File: src/hdl/pamux_pkg.sv
`default_nettype none
package pamux_pkg;
   // ***************************************************************
   // pin configuration nibble codes
   // ***************************************************************
   localparam logic [3:0] CFG_ANALOG   = 4'h0;
   localparam logic [3:0] CFG_GPIO_OUT = 4'h1;
   localparam logic [3:0] CFG_GPIO_OD  = 4'h5;
   localparam logic [3:0] CFG_ALT_OUT  = 4'h9;
   localparam logic [3:0] CFG_ALT_OD   = 4'hD;
   // field positions inside the low and high config words
   localparam int A2_LSB = 8;
   localparam int A3_LSB = 12;
   localparam int A4_LSB = 0;
   localparam int A5_LSB = 4;
   localparam int A6_LSB = 8;
   // pin index in the pad vectors
   localparam int PIN_A2 = 0;
   localparam int PIN_A3 = 1;
   localparam int PIN_A4 = 2;
   localparam int PIN_A5 = 3;
   localparam int PIN_A6 = 4;
   // control bit positions and serial b mode codes
   localparam int REMAP_CH4_BIT  = 7;
   localparam int REMAP_CH2_BIT  = 5;
   localparam int SPI_MASTER_BIT = 4;
   localparam int TB_EN_CH2      = 1;
   localparam int TB_EN_CH4      = 3;
   localparam int TA_EN_CH3      = 2;
   localparam logic [1:0] SB_MODE_SPI = 2'h2;
   localparam logic [1:0] SB_MODE_I2C = 2'h3;
   // reset values and boot sampling
   localparam logic [4:0] PAD_OUT_RST  = 5'h00;
   localparam logic [4:0] PAD_OE_N_RST = 5'h1F;
   localparam logic [1:0] BOOT_SAMPLE_COUNT = 2'h2;

   typedef struct packed {
      logic [15:0] port_a_low_config;
      logic [15:0] port_a_high_config;
      logic [7:0]  timer_b_option_remap;
      logic [3:0]  timer_b_channel_enable;
      logic [3:0]  timer_a_channel_enable;
      logic [1:0]  serial_b_mode_select;
      logic [7:0]  serial_b_spi_config;
      logic        trace_enable;
      logic        trace_four_wire;
   } pamux_ctl_t;

   typedef struct packed {
      logic timer_b_channel_four;
      logic timer_b_channel_two;
      logic timer_a_channel_three;
      logic serial_b_i2c_clock;
      logic serial_b_spi_clock;
      logic core_trace_clock;
      logic core_trace_data_two;
      logic core_trace_data_three;
      logic packet_trace_frame;
      logic packet_trace_serial_data;
   } pamux_src_t;

   typedef struct packed {
      logic timer_b_channel_four;
      logic timer_b_channel_two;
      logic timer_a_channel_three;
      logic serial_b_i2c_clock;
      logic serial_b_spi_clock;
      logic serial_b_slave_select;
   } pamux_sink_t;

   function automatic logic [3:0] cfg_field(input logic [15:0] word, input int lsb);
      cfg_field = word[lsb+:4];
   endfunction : cfg_field

   function automatic logic is_alt(input logic [3:0] cfg);
      is_alt = (cfg == CFG_ALT_OUT) || (cfg == CFG_ALT_OD);
   endfunction : is_alt

   // output enable (active low) of a pin left in plain gpio use
   function automatic logic gpio_oe_n(input logic [3:0] cfg, input logic data);
      gpio_oe_n = !((cfg == CFG_GPIO_OUT) || ((cfg == CFG_GPIO_OD) && !data));
   endfunction : gpio_oe_n
endpackage : pamux_pkg
`default_nettype wire

File: src/hdl/pamux_top.sv
`timescale 1ns/10ps
`default_nettype none
module pamux_top
   (input  wire logic                  clk_in,
    input  wire logic                  rstn_in,
    input  wire pamux_pkg::pamux_ctl_t ctl_in,
    input  wire pamux_pkg::pamux_src_t src_in,
    input  wire logic [4:0]            gpio_data_in,
    input  wire logic [4:0]            pad_in,
    output var  logic [4:0]            pad_out,
    output var  logic [4:0]            pad_oe_n_out,
    output var  logic [1:0]            analog_connect_out,
    output var  logic [4:0]            gpio_read_out,
    output var  pamux_pkg::pamux_sink_t sink_out,
    output var  logic                  bootloader_request_out,
    output var  logic                  boot_sampled_out);
   import pamux_pkg::*;

   // ***************************************************************
   // pad input synchroniser
   // ***************************************************************
   logic [4:0] pad_meta;
   logic [4:0] pad_sync;

   always_ff @(posedge clk_in or negedge rstn_in) begin
      if (!rstn_in) begin
         pad_meta <= 5'h00;
         pad_sync <= 5'h00;
      end else begin
         pad_meta <= pad_in;
         pad_sync <= pad_meta;
      end
   end

   // ***************************************************************
   // configuration decode
   // ***************************************************************
   wire [3:0] cfg_a2 = cfg_field(ctl_in.port_a_low_config, A2_LSB);
   wire [3:0] cfg_a3 = cfg_field(ctl_in.port_a_low_config, A3_LSB);
   wire [3:0] cfg_a4 = cfg_field(ctl_in.port_a_high_config, A4_LSB);
   wire [3:0] cfg_a5 = cfg_field(ctl_in.port_a_high_config, A5_LSB);
   wire [3:0] cfg_a6 = cfg_field(ctl_in.port_a_high_config, A6_LSB);

   wire alt_a2 = is_alt(cfg_a2);
   wire alt_a3 = is_alt(cfg_a3);
   wire alt_a4 = is_alt(cfg_a4);
   wire alt_a5 = is_alt(cfg_a5);
   wire alt_a6 = is_alt(cfg_a6);

   wire remap4 = ctl_in.timer_b_option_remap[REMAP_CH4_BIT];
   wire remap2 = ctl_in.timer_b_option_remap[REMAP_CH2_BIT];
   wire tb4_on = !remap4 && ctl_in.timer_b_channel_enable[TB_EN_CH4];
   wire tb2_on = !remap2 && ctl_in.timer_b_channel_enable[TB_EN_CH2];
   wire ta3_on = ctl_in.timer_a_channel_enable[TA_EN_CH3];

   wire sb_spi    = ctl_in.serial_b_mode_select == SB_MODE_SPI;
   wire sb_i2c    = ctl_in.serial_b_mode_select == SB_MODE_I2C;
   wire sb_master = ctl_in.serial_b_spi_config[SPI_MASTER_BIT];
   wire sb_slave  = sb_spi && !sb_master;
   wire trc_on    = ctl_in.trace_enable;
   wire trc_four  = ctl_in.trace_four_wire;

   // ***************************************************************
   // boot mode sampling
   // ***************************************************************
   // async reset cannot load a pin level, so the strap is taken once the
   // synchroniser has filled after release; pa5 stays undriven till then
   logic [1:0] boot_count;
   logic       boot_sampled;
   logic       boot_request;
   wire        boot_take = !boot_sampled && (boot_count == BOOT_SAMPLE_COUNT);

   always_ff @(posedge clk_in or negedge rstn_in) begin
      if (!rstn_in) begin
         boot_count   <= 2'h0;
         boot_sampled <= 1'b0;
         boot_request <= 1'b0;
      end else if (boot_take) begin
         boot_sampled <= 1'b1;
         boot_request <= !pad_sync[PIN_A5];
      end else if (!boot_sampled) begin
         boot_count <= boot_count + 2'h1;
      end
   end

   // ***************************************************************
   // pin selection
   // ***************************************************************
   wire a2_tim = alt_a2 && tb4_on;
   wire a2_scl = alt_a2 && !tb4_on && sb_i2c;
   wire a2_sck = alt_a2 && !tb4_on && sb_spi && sb_master;
   wire a3_tim = alt_a3 && tb2_on;
   wire a3_trc = alt_a3 && !tb2_on && trc_on;
   wire a4_ana = cfg_a4 == CFG_ANALOG;
   wire a4_pkt = alt_a4 && !trc_on;
   wire a4_trd = alt_a4 && trc_on && trc_four;
   wire a5_ana = cfg_a5 == CFG_ANALOG;
   wire a5_pkt = alt_a5 && !trc_on;
   wire a5_trd = alt_a5 && trc_on && trc_four;
   wire a6_tim = alt_a6 && ta3_on;

   logic [4:0] next_pad;
   logic [4:0] next_oe_n;

   assign next_pad[PIN_A2] = a2_tim ? src_in.timer_b_channel_four :
                             a2_sck ? src_in.serial_b_spi_clock :
                             a2_scl ? 1'b0 : gpio_data_in[PIN_A2];
   // i2c clock is open drain: drive low only, release for high
   assign next_oe_n[PIN_A2] = (a2_tim || a2_sck) ? 1'b0 :
                              a2_scl ? src_in.serial_b_i2c_clock :
                              gpio_oe_n(cfg_a2, gpio_data_in[PIN_A2]);

   assign next_pad[PIN_A3] = a3_tim ? src_in.timer_b_channel_two :
                             a3_trc ? src_in.core_trace_clock :
                             gpio_data_in[PIN_A3];
   assign next_oe_n[PIN_A3] = (a3_tim || a3_trc) ? 1'b0 :
                              gpio_oe_n(cfg_a3, gpio_data_in[PIN_A3]);

   assign next_pad[PIN_A4] = a4_pkt ? src_in.packet_trace_frame :
                             a4_trd ? src_in.core_trace_data_two :
                             gpio_data_in[PIN_A4];
   assign next_oe_n[PIN_A4] = (a4_pkt || a4_trd) ? 1'b0 :
                              gpio_oe_n(cfg_a4, gpio_data_in[PIN_A4]);

   assign next_pad[PIN_A5] = a5_pkt ? src_in.packet_trace_serial_data :
                             a5_trd ? src_in.core_trace_data_three :
                             gpio_data_in[PIN_A5];
   assign next_oe_n[PIN_A5] = !boot_sampled ? 1'b1 :
                              (a5_pkt || a5_trd) ? 1'b0 :
                              gpio_oe_n(cfg_a5, gpio_data_in[PIN_A5]);

   assign next_pad[PIN_A6] = a6_tim ? src_in.timer_a_channel_three :
                             gpio_data_in[PIN_A6];
   assign next_oe_n[PIN_A6] = a6_tim ? 1'b0 :
                              gpio_oe_n(cfg_a6, gpio_data_in[PIN_A6]);

   // ***************************************************************
   // input routing
   // ***************************************************************
   wire [4:0] ana_mask = {1'b0, a5_ana, a4_ana, 2'b00};
   pamux_sink_t next_sink;

   assign next_sink.timer_b_channel_four  = !remap4 && pad_sync[PIN_A2];
   assign next_sink.timer_b_channel_two   = !remap2 && pad_sync[PIN_A3];
   assign next_sink.timer_a_channel_three = pad_sync[PIN_A6];
   assign next_sink.serial_b_i2c_clock    = sb_i2c ? pad_sync[PIN_A2] : 1'b1;
   assign next_sink.serial_b_spi_clock    = sb_slave && pad_sync[PIN_A2];
   // slave select idles inactive (high) unless in spi slave use
   assign next_sink.serial_b_slave_select = sb_slave ? pad_sync[PIN_A3] : 1'b1;

   // ***************************************************************
   // output registers
   // ***************************************************************
   // one cycle of pin latency traded for glitch-free pad drive
   always_ff @(posedge clk_in or negedge rstn_in) begin
      if (!rstn_in) begin
         pad_out            <= PAD_OUT_RST;
         pad_oe_n_out       <= PAD_OE_N_RST;
         analog_connect_out <= 2'h0;
         gpio_read_out      <= 5'h00;
         sink_out           <= '{default: 1'b0, serial_b_i2c_clock: 1'b1,
                                 serial_b_slave_select: 1'b1};
      end else begin
         pad_out            <= next_pad;
         pad_oe_n_out       <= next_oe_n;
         analog_connect_out <= {a5_ana, a4_ana};
         gpio_read_out      <= pad_sync & ~ana_mask;
         sink_out           <= next_sink;
      end
   end

   assign bootloader_request_out = boot_request;
   assign boot_sampled_out       = boot_sampled;
endmodule : pamux_top
`default_nettype wire

File: config.mk
export PLATFORM = sky130hd
export DESIGN_NAME = pamux_top
export DESIGN_NICKNAME = d
export VERILOG_FILES = /design/src/hdl/pamux_pkg.sv /design/src/hdl/pamux_top.sv
export SDC_FILE = /design/constraint.sdc
export NUM_CORES = 1
export LEC_CHECK = 0
export BUFFER_PORTS_ARGS = -buffer_cell sky130_fd_sc_hd__buf_2
export CORE_MARGIN = 1
export CORE_UTILIZATION = 42
export CTS_CLUSTER_SIZE = 20
export DETAILED_ROUTE_END_ITERATION = 7
export PLACE_DENSITY_LB_ADDON = 0.25
export SETUP_SLACK_MARGIN = 0.15
export SLEW_MARGIN = 20
export SYNTH_ARGS = -nofsm -noshare
export SYNTH_HDL_FRONTEND = slang
export SYNTH_SLANG_ARGS = --single-unit
File: constraint.sdc
create_clock -name clk_in -period 1.8 [get_ports clk_in]
set_input_delay 0.27 -clock clk_in [delete_from_list [all_inputs] [get_ports clk_in]]
set_output_delay 0.27 -clock clk_in [all_outputs]
set_load 0.01 [all_outputs]
Yosys cells after proc, flatten, opt, wreduce, memory -nomap -nowiden
Cells that the tools add are included.
Widths: inputs -> output; s select.
{ "op_classes": {"n_addsub": 1, "n_reduce_logical": 62, "n_mux": 19, "bitwise_logic": 4, "eq_ne": 23} }
{ "ops": {"columns": ["op", "count"], "rows": [
  ["$eq 4x4->1 const B", 10],
  ["$logic_and 1x1->1", 27],
  ["$eq 4x1->1 const B", 5],
  ["$eq 4x3->1 const B", 5],
  ["$mux 1", 19],
  ["$logic_not 1->1", 18],
  ["$logic_or 1x1->1", 14],
  ["$logic_not 4->1", 2],
  ["$eq 2x2->1 const B", 3],
  ["$and 5x5->5", 1],
  ["$not 4->5", 1],
  ["$add 2x1->2 const B", 1],
  ["$not 1->1", 2],
  ["$reduce_and 2->1", 1]
]} }
{ "word_totals": {"ff_bits": 37, "elab_cells": 124, "input_bits": 82, "out_inout_bits": 25} }

Longest topological paths before layout
Gate-level depths: netlist (run 1).
{ "depth": {"depth_word": 8, "depth_mapped": 6} }

Worst setup path after synthesis (run 1)
No wires, ideal clock.
{ "synth_timing": {"path_kind": "register to register", "start": "register boot_count[0]", "end": "register boot_count[1]", "n_path_buf": 1, "setup_slack_ns": 0.682, "period_less_slack_ns": 1.118, "setup_ns": 0.126, "arrival_ns": 0.992, "path_stages_with_launch": 7, "path_cell_list": "dfrtp_1 inv_1 ha_1 or2_0 clkbuf_1 nand2_1 o21ai_0"} }
{ "synth_via": {"elab_chain_cells": 4} }
{ "synth_rtl": {"columns": ["element", "line_no", "rtl"], "rows": [
  ["start, declared", "pamux_top.sv:68", "logic [1:0] boot_count;"],
  ["start signal, assigned", "pamux_top.sv:82", "boot_count <= boot_count + 2'h1;"],
  ["$eq 2x2->1", "pamux_top.sv:71", "wire boot_take = !boot_sampled && (boot_count == BOOT_SAMPLE_COUNT);"],
  ["$logic_and 1x1->1", "pamux_top.sv:71", null],
  ["$not 1->1 (no source line)", null, null],
  ["$reduce_and 2->1 (no source line)", null, null]
]} }
Parallel ways exist; a longest one is shown, timed or not.
A chain may end at the register's enable or synchronous reset.

Final worst setup path (run 1)
{ "layout_timing": {"start": "register pad_oe_n_out[3]", "end": "output pad_oe_n_out[3]"} }
{ "layout_rtl": {"columns": ["element", "line_no", "rtl"], "rows": [
  ["start, declared", "pamux_top.sv:11", "output var logic [4:0] pad_oe_n_out,"],
  ["start signal, assigned", "pamux_top.sv:165", "pad_oe_n_out <= next_oe_n;"]
]} }
No word-level cell between the ends.

==> summary.md, run 1 <==
| Metric | Value |
|---|---|
| Status | complete, no violations |
| Worst Tran Pin Value | around 0.73 ns |
| Final Hold Fails | 0 |
| Worst clock skew | between 0.015 and 0.02 ns |
| Post-synth top area share | 52.7% |
| Mean routed wirelength per cell | 11.1 um |
| Final GP Congestion | around 0.78 |
| Post-synthesis compound-gate area fraction | around 7.6% |
| Row cnt | 20 |
| Max cap viols | 0 |
| Fin Setup TNS | 0 ns |
| Net count, final | 276 |
| R2R setup slack | roughly 0.64 ns |
| FMAX | about 0.79 GHz |
| Synthesized area | around 0.0014 mm2 |
| Aggregate global routing overflow | 0 |
| Initial antenna violation count | 0 |
| Worst hold-check path type | input port to flip-flop |
| Max Slew Vio Count | 0 |
| First-pass DRT Iterations | 4 |
| Cells after synthesis | roughly 110 |
| Vias per cell | ~4.7 |
| Crit. End Element | output pin |
| Final period utilization | between 70 and 80% |
| CP Cell Sequence | buf_2 |
| CP Data Required Time | ~1.5 ns |
| Final WL | 2.63 mm |
| Post-synth top area cell | dfrtp_1 |
| Clock Path Buffers | 2 |
| Layout cell share with drive strength beyond 1 | around half |
| Crit start category | flip-flop |
| Most frequent cells in the layout | 76 x buf_2, 29 x dfrtp_1, 9 x nor2b_1, 9 x nand2_1, 7 x dfstp_2 |
| Final HPWL DP | approximately 2.1 mm |
| Sequential share of the synthesized area | between 60 and 70% |
| Top cell family by delay on the critical path | flip-flops |
| DRC | 0 |
| Initial Util | between 40% and 50% |
| CP bufs+invs | 1 |
| Setup CP Type | flip-flop to output pin |
| Clock Latency Late Sink | ~0.34 ns |
| Tmin final | about 1.3 ns |
| Initial DRC Count | 16 |
| Ports | about 110 |
| CTS tree | done |
| CP peak stage delay | ~0.53 ns |
| Post-synthesis adder-cell area fraction | 0.908% |
| Largest family of logic cells by synthesized area | simple AND/OR/NAND/NOR gates |
| Vias | ~1100 |
| Most common cell after layout, fill and taps aside | buf_2 |
| Mean post-synth cell area | ~13 um2 |
| CP Data Arrival Time | ~1 ns |
| First-pass GRT wire length | between 4 and 5 mm |
| Full die area | 0.00351 mm2 |
| Total leakage power | ~0.95 nW |
| Total Power | approximately 1.6 mW |
| CP Max Fanout | 1 |
| Floorplan core area | between 0.003 and 0.004 mm2 |
| Synth area leaders | dfrtp_1 53%, dfstp_2 13%, nor2b_1 4.1% |
| Syn_nets | between 150 and 200 |
| Root Driver | clkbuf_4 |
| N_diodes | 0 |
| Area delta synth->final | 39.5% |
| Mux cell area share after synthesis | 1.54% |
| RSZ-0062 raised after global routing | false |
| Library cells used by synthesis | 34 |
| Critical path's slowest cell | dfstp_2 |
| Synth Area in XOR/XNOR | less than 1% |
| Resize count post-CTS | 0 |
| Clk slew on worst S/H paths | about 0.12 ns |
| Max rail drop VDD | 493 uV |
| Setup-failing EPs final | 0 |
| PD cells | between 800 and 900 mW/mm2 |
| Fillers | between 200 and 300 |
| Largest net degree at the start of global routing | 37 |
| Die height | around 59 um |
| Vias in the first global route | approximately 1100 |
| Total CTS buffers | 5 |
| Slew margin rel. | 51.5% |
| Yosys warns | 0 |
| H-tree depth | 2 |
| All-Layer GR Usage | 17.0% |
| Die W | between 50 and 60 um |
| I/O Buffers | 76 |
| Simple-Gate Fraction of Synth Area | about a fifth |
| Yosys reg bits | 36 |
| Antenna Violating Nets Remaining | 0 |
| CTS Sinks | 36 |
[cells in the mapped netlist]
| library cell | n |
|---|---|
| nor2_1 | 5 |
| nand2b_4 | 1 |
| xnor2_1 | 1 |
| nand4_1 | 2 |
| a21oi_1 | 3 |
| mux2i_1 | 1 |
| or4b_2 | 1 |
| and4bb_2 | 1 |
| o211ai_1 | 2 |
| or2_0 | 1 |
| nand2_1 | 9 |
| nor3_1 | 2 |
| inv_1 | 4 |
| nor4_1 | 2 |
| o31ai_1 | 1 |
| ha_1 | 1 |
| a31oi_1 | 2 |
| nand3b_4 | 1 |
| mux2_2 | 1 |
| clkbuf_1 | 1 |
| dfstp_2 | 7 |
| and3_4 | 1 |
| dfrtp_1 | 29 |
| o21a_1 | 1 |
| o21ai_0 | 6 |
| nor2b_1 | 9 |
| nand3b_1 | 3 |
| nand2b_1 | 2 |
| and2_1 | 1 |
| a2111oi_0 | 1 |
| and3b_1 | 2 |
| nand4b_1 | 2 |
| buf_4 | 1 |
| a221oi_1 | 1 |
[final timing paths]
path                                      startpoint                         to  cells after the start
min in group asynchronous                    rstn_in      pad_sync[2]$_DFF_PN0_                      2
setup / recovery           pad_oe_n_out[3]$_DFF_PN1_            pad_oe_n_out[3]                      1
max in group asynchronous                    rstn_in      sink_out[4]$_DFF_PN0_                      2
hold reg to reg                pad_meta[2]$_DFF_PN0_      pad_sync[2]$_DFF_PN0_                      0
hold / removal                             pad_in[1]      pad_meta[1]$_DFF_PN0_                      1
setup reg to reg           boot_count[0]$_DFFE_PN0P_  boot_count[1]$_DFFE_PN0P_                      5
[through the flow]
| stage | util, % | instance area (um2) | hold slack (ns) | cells | setup slack [ns] |
|---|---|---|---|---|---|
| finish | 62.4 | 1920 | 0.0371 | 238 | 0.536 |
| CTS | 61.8 | 1900 | 0.000236 | 236 | 0.512 |
| detailed placement | 58.5 | 1800 | 0.335 | 226 | 0.620 |
| global route | 62.4 | 1920 | 0.00685 | 238 | 0.492 |
| global placement | 58.5 | 1800 | 0.334 | 226 | 0.673 |
| floorplan | - | 1380 | -0.0256 | 108 | 0.682 |
[final cells by class]
class | instances | area (um2) | area share, %
Sequential cell | 36 | 910 | 47.3
Multi-Input combinational cell | 66 | 442 | 23.0
Timing Repair Buffer | 80 | 420 | 21.9
Tap cell | 44 | 55.1 | 2.86
Clock inverter | 3 | 42.5 | 2.21
Clock buffer | 5 | 37.5 | 1.95
Inverter | 4 | 15.0 | 0.781
[state kept, by name, summed over array words and instances, names as in the netlist]
name	count
gpio_read_out	5
pad_meta	5
pad_oe_n_out	5
pad_out	5
pad_sync	5
sink_out	5
analog_connect_out	2
boot_count	2
boot_sampled_out	1
bootloader_request_out	1
[power breakdown]
part           total (mW)  internal, mW  switching (mW)
registers           0.862         0.852          0.0104
logic               0.183        0.0931          0.0897
clock network       0.550         0.290           0.260
total                1.60          1.23           0.360
[repair_timing]
item                       CTS  global route
hold endpoints to repair    23             2
setup buffers                0             0
setup endpoints to repair    0             0
hold buffers                 2             2
[metal layers]
metal	track usage, %	wire length (um)	vias up
li1	-	-	548
met1	18.3	991	523
met2	29.5	1420	44
met3	4.59	171	6
met4	10.2	51	0
met5	0	0	-
[cell families (layout without fill, tap and decap cells)]
kind of cell	count (synthesis)	after routing
and+or+nand+nor	45	45
adders and majority gates	1	1
buffers and inverters	6	92
AOI/OAI and AO/OA	17	17
xor gates and xnor gates	1	1
DFF	36	36
muxes	2	2
Power figures use the tool's default switching activity.
==> run 2: changes to the inputs <==
- ABC_AREA: unset -> 1
- CORE_UTILIZATION: 42 -> 39
- clock period: 1.8 -> 1.3 ns (I/O delays scaled with it)
==> run 2 against run 1 <==
Non-clock buffer count up 6. Die area up 9.1%. First-iteration DRC count is 31% higher. Critical path type unchanged. Critical endpoint unchanged.
==> summary.md, run 2 <==
| Metric | Value |
|---|---|
| Status | complete, no violations |
| Pre-CTS WS | 0.186 ns (-0.435 ns) |
| Max cap viols | 0 (unchanged) |
| Final Non-Filler Cells | 282 (+18%) |
| CP Data Arrival Time | 0.96 ns (-0.03 ns) |
| Total leakage power | 1.12 nW (+18%) |
| Cells after synthesis | 143 (+32%) |
| H-tree depth | 2 (unchanged) |
| Met2 usage | 25.2% (-4.3 points) |
| Library cells used by synthesis | 20 (-41%) |
| DRC | 0 (unchanged) |
| Max Slew Vio Count | 0 (unchanged) |
| Fillers | 312 (+16%) |
| Number of synthesized flops with an enable pin | 0 (unchanged) |
| Most common cell after layout, fill and taps aside | buf_2 |
| Final HPWL DP | 2.27 mm (+10%) |
| Met3 Usage GRT | 4.55% (-0.030 points) |
| Initial Util | 41.3% (-3.4 points) |
| Final period utilization | around 89% |
| Clock Latency Late Sink | 0.33 ns (about the same) |
| Mean routed wirelength per cell | 10.2 um (-8.1%) |
| Crit start category | flip-flop |
| Net count, final | 318 (+15%) |
| Setup-failing EPs final | 0 (unchanged) |
| Synth area leaders | dfrtp_1 52%, dfstp_2 13%, nand2_1 8.3% |
| Met1 usage | 19.1% (+0.80 points) |
| Tmin final | 1.16 ns |
| CP Max Fanout | 1 (unchanged) |
| N_diodes | 0 (unchanged) |
| Syn_nets | 226 (+18%) |
| Die height | 61.9 um (+4.5%) |
| Layout cell share with drive strength beyond 1 | 40.3% (-9.7 points) |
| Final GP Congestion | 0.812 (+3.6%) |
| Synth cell count leaders | 31 x nand2_1, 29 x dfrtp_1, 24 x inv_1, 16 x nor2_1, 7 x dfstp_2 |
| Critical path's slowest cell | dfstp_2 |
| Floorplan core area | 0.00339 mm2 (+10%) |
| R2r startpoint | boot_count[0]$_DFFE_PN0P_ |
| Crit path from | pad_oe_n_out[3]$_DFF_PN1_ |
| Total CTS buffers | 5 (unchanged) |
| CP Cell Sequence | buf_6 |
| Worst Tran Pin Value | 0.382 ns (-0.346 ns) |
| Worst clock skew | 0.00991 ns (-0.00711 ns) |
| RSZ-0062 raised after global routing | true |
| Post-synth top area share | 51.8% (-0.85 points) |
| Setup CP Type | flip-flop to output pin |
| Area delta synth->final | 45.3% |
| PD cells | 1000 mW/mm2 (+21%) |
| Initial antenna violation count | 0 (unchanged) |
| Mean post-synth cell area | 9.79 um2 (-23%) |
| Initial DRC Count | 21 (+5) |
| Worst hold-check path type | input port to flip-flop |
| Final WL | 2.87 mm (+8.9%) |
| Post-layout worst setup margin | 0.142 ns (-0.394 ns) |
| Row cnt | 21 (+5.0%) |
| Vias | 1240 (+11%) |
| CTS tree | done |
| Async set or reset register ratio after synthesis | 100% (unchanged) |
| Critical hold path startpoint | ctl_in[30] |
| Final Hold Fails | 0 (unchanged) |
| First-pass GRT wire length | 4.23 mm (-1.8%) |
| Antenna Violating Nets Remaining | 0 (unchanged) |
| Placed cell count | 265 (+17%) |
| I/O Buffers | 76 (unchanged) |
| Yosys warns | 0 (unchanged) |
| Max rail drop VDD | 624 uV (+27%) |
| Aggregate global routing overflow | 0 (unchanged) |
| Clock Path Buffers | 2 (unchanged) |
| CP peak stage delay | 0.54 ns (about the same) |
| Full die area | 0.00383 mm2 (+9.1%) |
| FMAX | roughly 0.86 GHz |
| Yosys reg bits | 36 (unchanged) |
| Vias per cell | 4.40 (-6.6%) |
| All-Layer GR Usage | 15.8% (-1.1 points) |
| CP Data Required Time | 1.11 ns (-0.42 ns) |
| Fin Setup TNS | 0 ns (unchanged) |
| First-pass DRT Iterations | 4 (unchanged) |
| Ports | 107 (unchanged) |
| Die W | 61.9 um (+4.5%) |
| Most frequent cells in the layout | 69 x buf_2, 31 x nand2_1, 29 x dfrtp_1, 24 x inv_1, 15 x nor2_1 |
| Main synth FF type | dfrtp_1 |
| Sequential share of the synthesized area | 65.0% (-1.1 points) |
| Min Hold Slack | 0.0371 ns (+0.0000648 ns) |
| Root Driver | clkbuf_4 |
| Clk slew on worst S/H paths | 0.10 ns (-0.02 ns) |
| Busiest grt layer | met2 |
| Top cell family by delay on the critical path | flip-flops |
| Synthesized area | 0.00140 mm2 (+1.6%) |
| CP bufs+invs | 1 (unchanged) |
| CTS Sinks | 36 (unchanged) |
| Post-synth top area cell | dfrtp_1 |
| Vias in the first global route | 1080 (-2.3%) |
| Most frequent cell after synthesis | nand2_1 |
| Largest net degree at the start of global routing | 22 (-41%) |
| Slew margin rel. | 74.3% (+23 points) |
| Crit. End Element | output pin |
==> run 2: worst paths after layout <==
check                                                        to  slack (ns)  depth (start not counted)
worst min register to register            pad_sync[4]$_DFF_PN0_        0.36                          0
min in group asynchronous                 sink_out[1]$_DFF_PN0_        0.30                          2
worst min-delay path            analog_connect_out[0]$_DFF_PN0_        0.04                          2
max in group asynchronous             pad_oe_n_out[2]$_DFF_PN1_        0.50                          3
worst max-delay path                            pad_oe_n_out[3]        0.14                          1
worst max register to register        boot_count[1]$_DFFE_PN0P_        0.22                          6
==> run 2: cell type report <==
cell class | count | area (um2) | share of cell area, %
Clock inverter | 1 | 5.00 | 0.246
Sequential cell | 36 | 910 | 44.7
Clock buffer | 7 | 45.0 | 2.21
Timing Repair Buffer | 86 | 532 | 26.1
Multi-Input combinational cell | 82 | 395 | 19.4
Tap cell | 46 | 57.6 | 2.83
Inverter | 24 | 90.1 | 4.43
==> run 2: timing repair <==
| action | CTS | global route |
|---|---|---|
| hold buffers | 6 | 2 |
| setup buffers | 0 | 1 |
| hold endpoints to repair | 16 | 2 |
| gates resized for setup | 8 | 1 |
| endpoints found under the setup margin | 8 | 9 |
==> run 2: cells by family (layout without fill, tap and decap cells) <==
logic type,count (synthesis),count (layout),share of synthesized area [%]
compound gates,12,12,4.91
fa+ha+maj,1,1,0.894
buf+inv,25,118,6.97
flops,36,36,65.0
simple gates,68,68,21.6
xor+xnor,1,1,0.626
==> run 2: per-layer routing <==
| metal | share of wire [%] | wire length (um) |
|---|---|---|
| met5 | 0 | 0 |
| met4 | 2.1 | 59 |
| met3 | 4.7 | 136 |
| met2 | 52 | 1480 |
| met1 | 41 | 1190 |
==> run 2: power by group <==
part | internal, mW | total (mW) | switching (mW)
Clock | 0.211 | 0.547 | 0.336
Combinational | 0.147 | 0.288 | 0.142
Sequential | 1.18 | 1.20 | 0.0182
Total | 1.54 | 2.04 | 0.496
==> run 2: through the flow <==
step / instance area [um2] / util [%] / power (mW)
3_5_place_dp: 1850 / 54.6 / 1.48
6_report: 2030 / 60.0 / 2.04
4_1_cts: 2010 / 59.2 / 2.07
2_1_floorplan: 1400 / - / 1.31
3_3_place_gp: 1850 / 54.6 / 1.47
5_1_grt: 2030 / 60.0 / 2.17
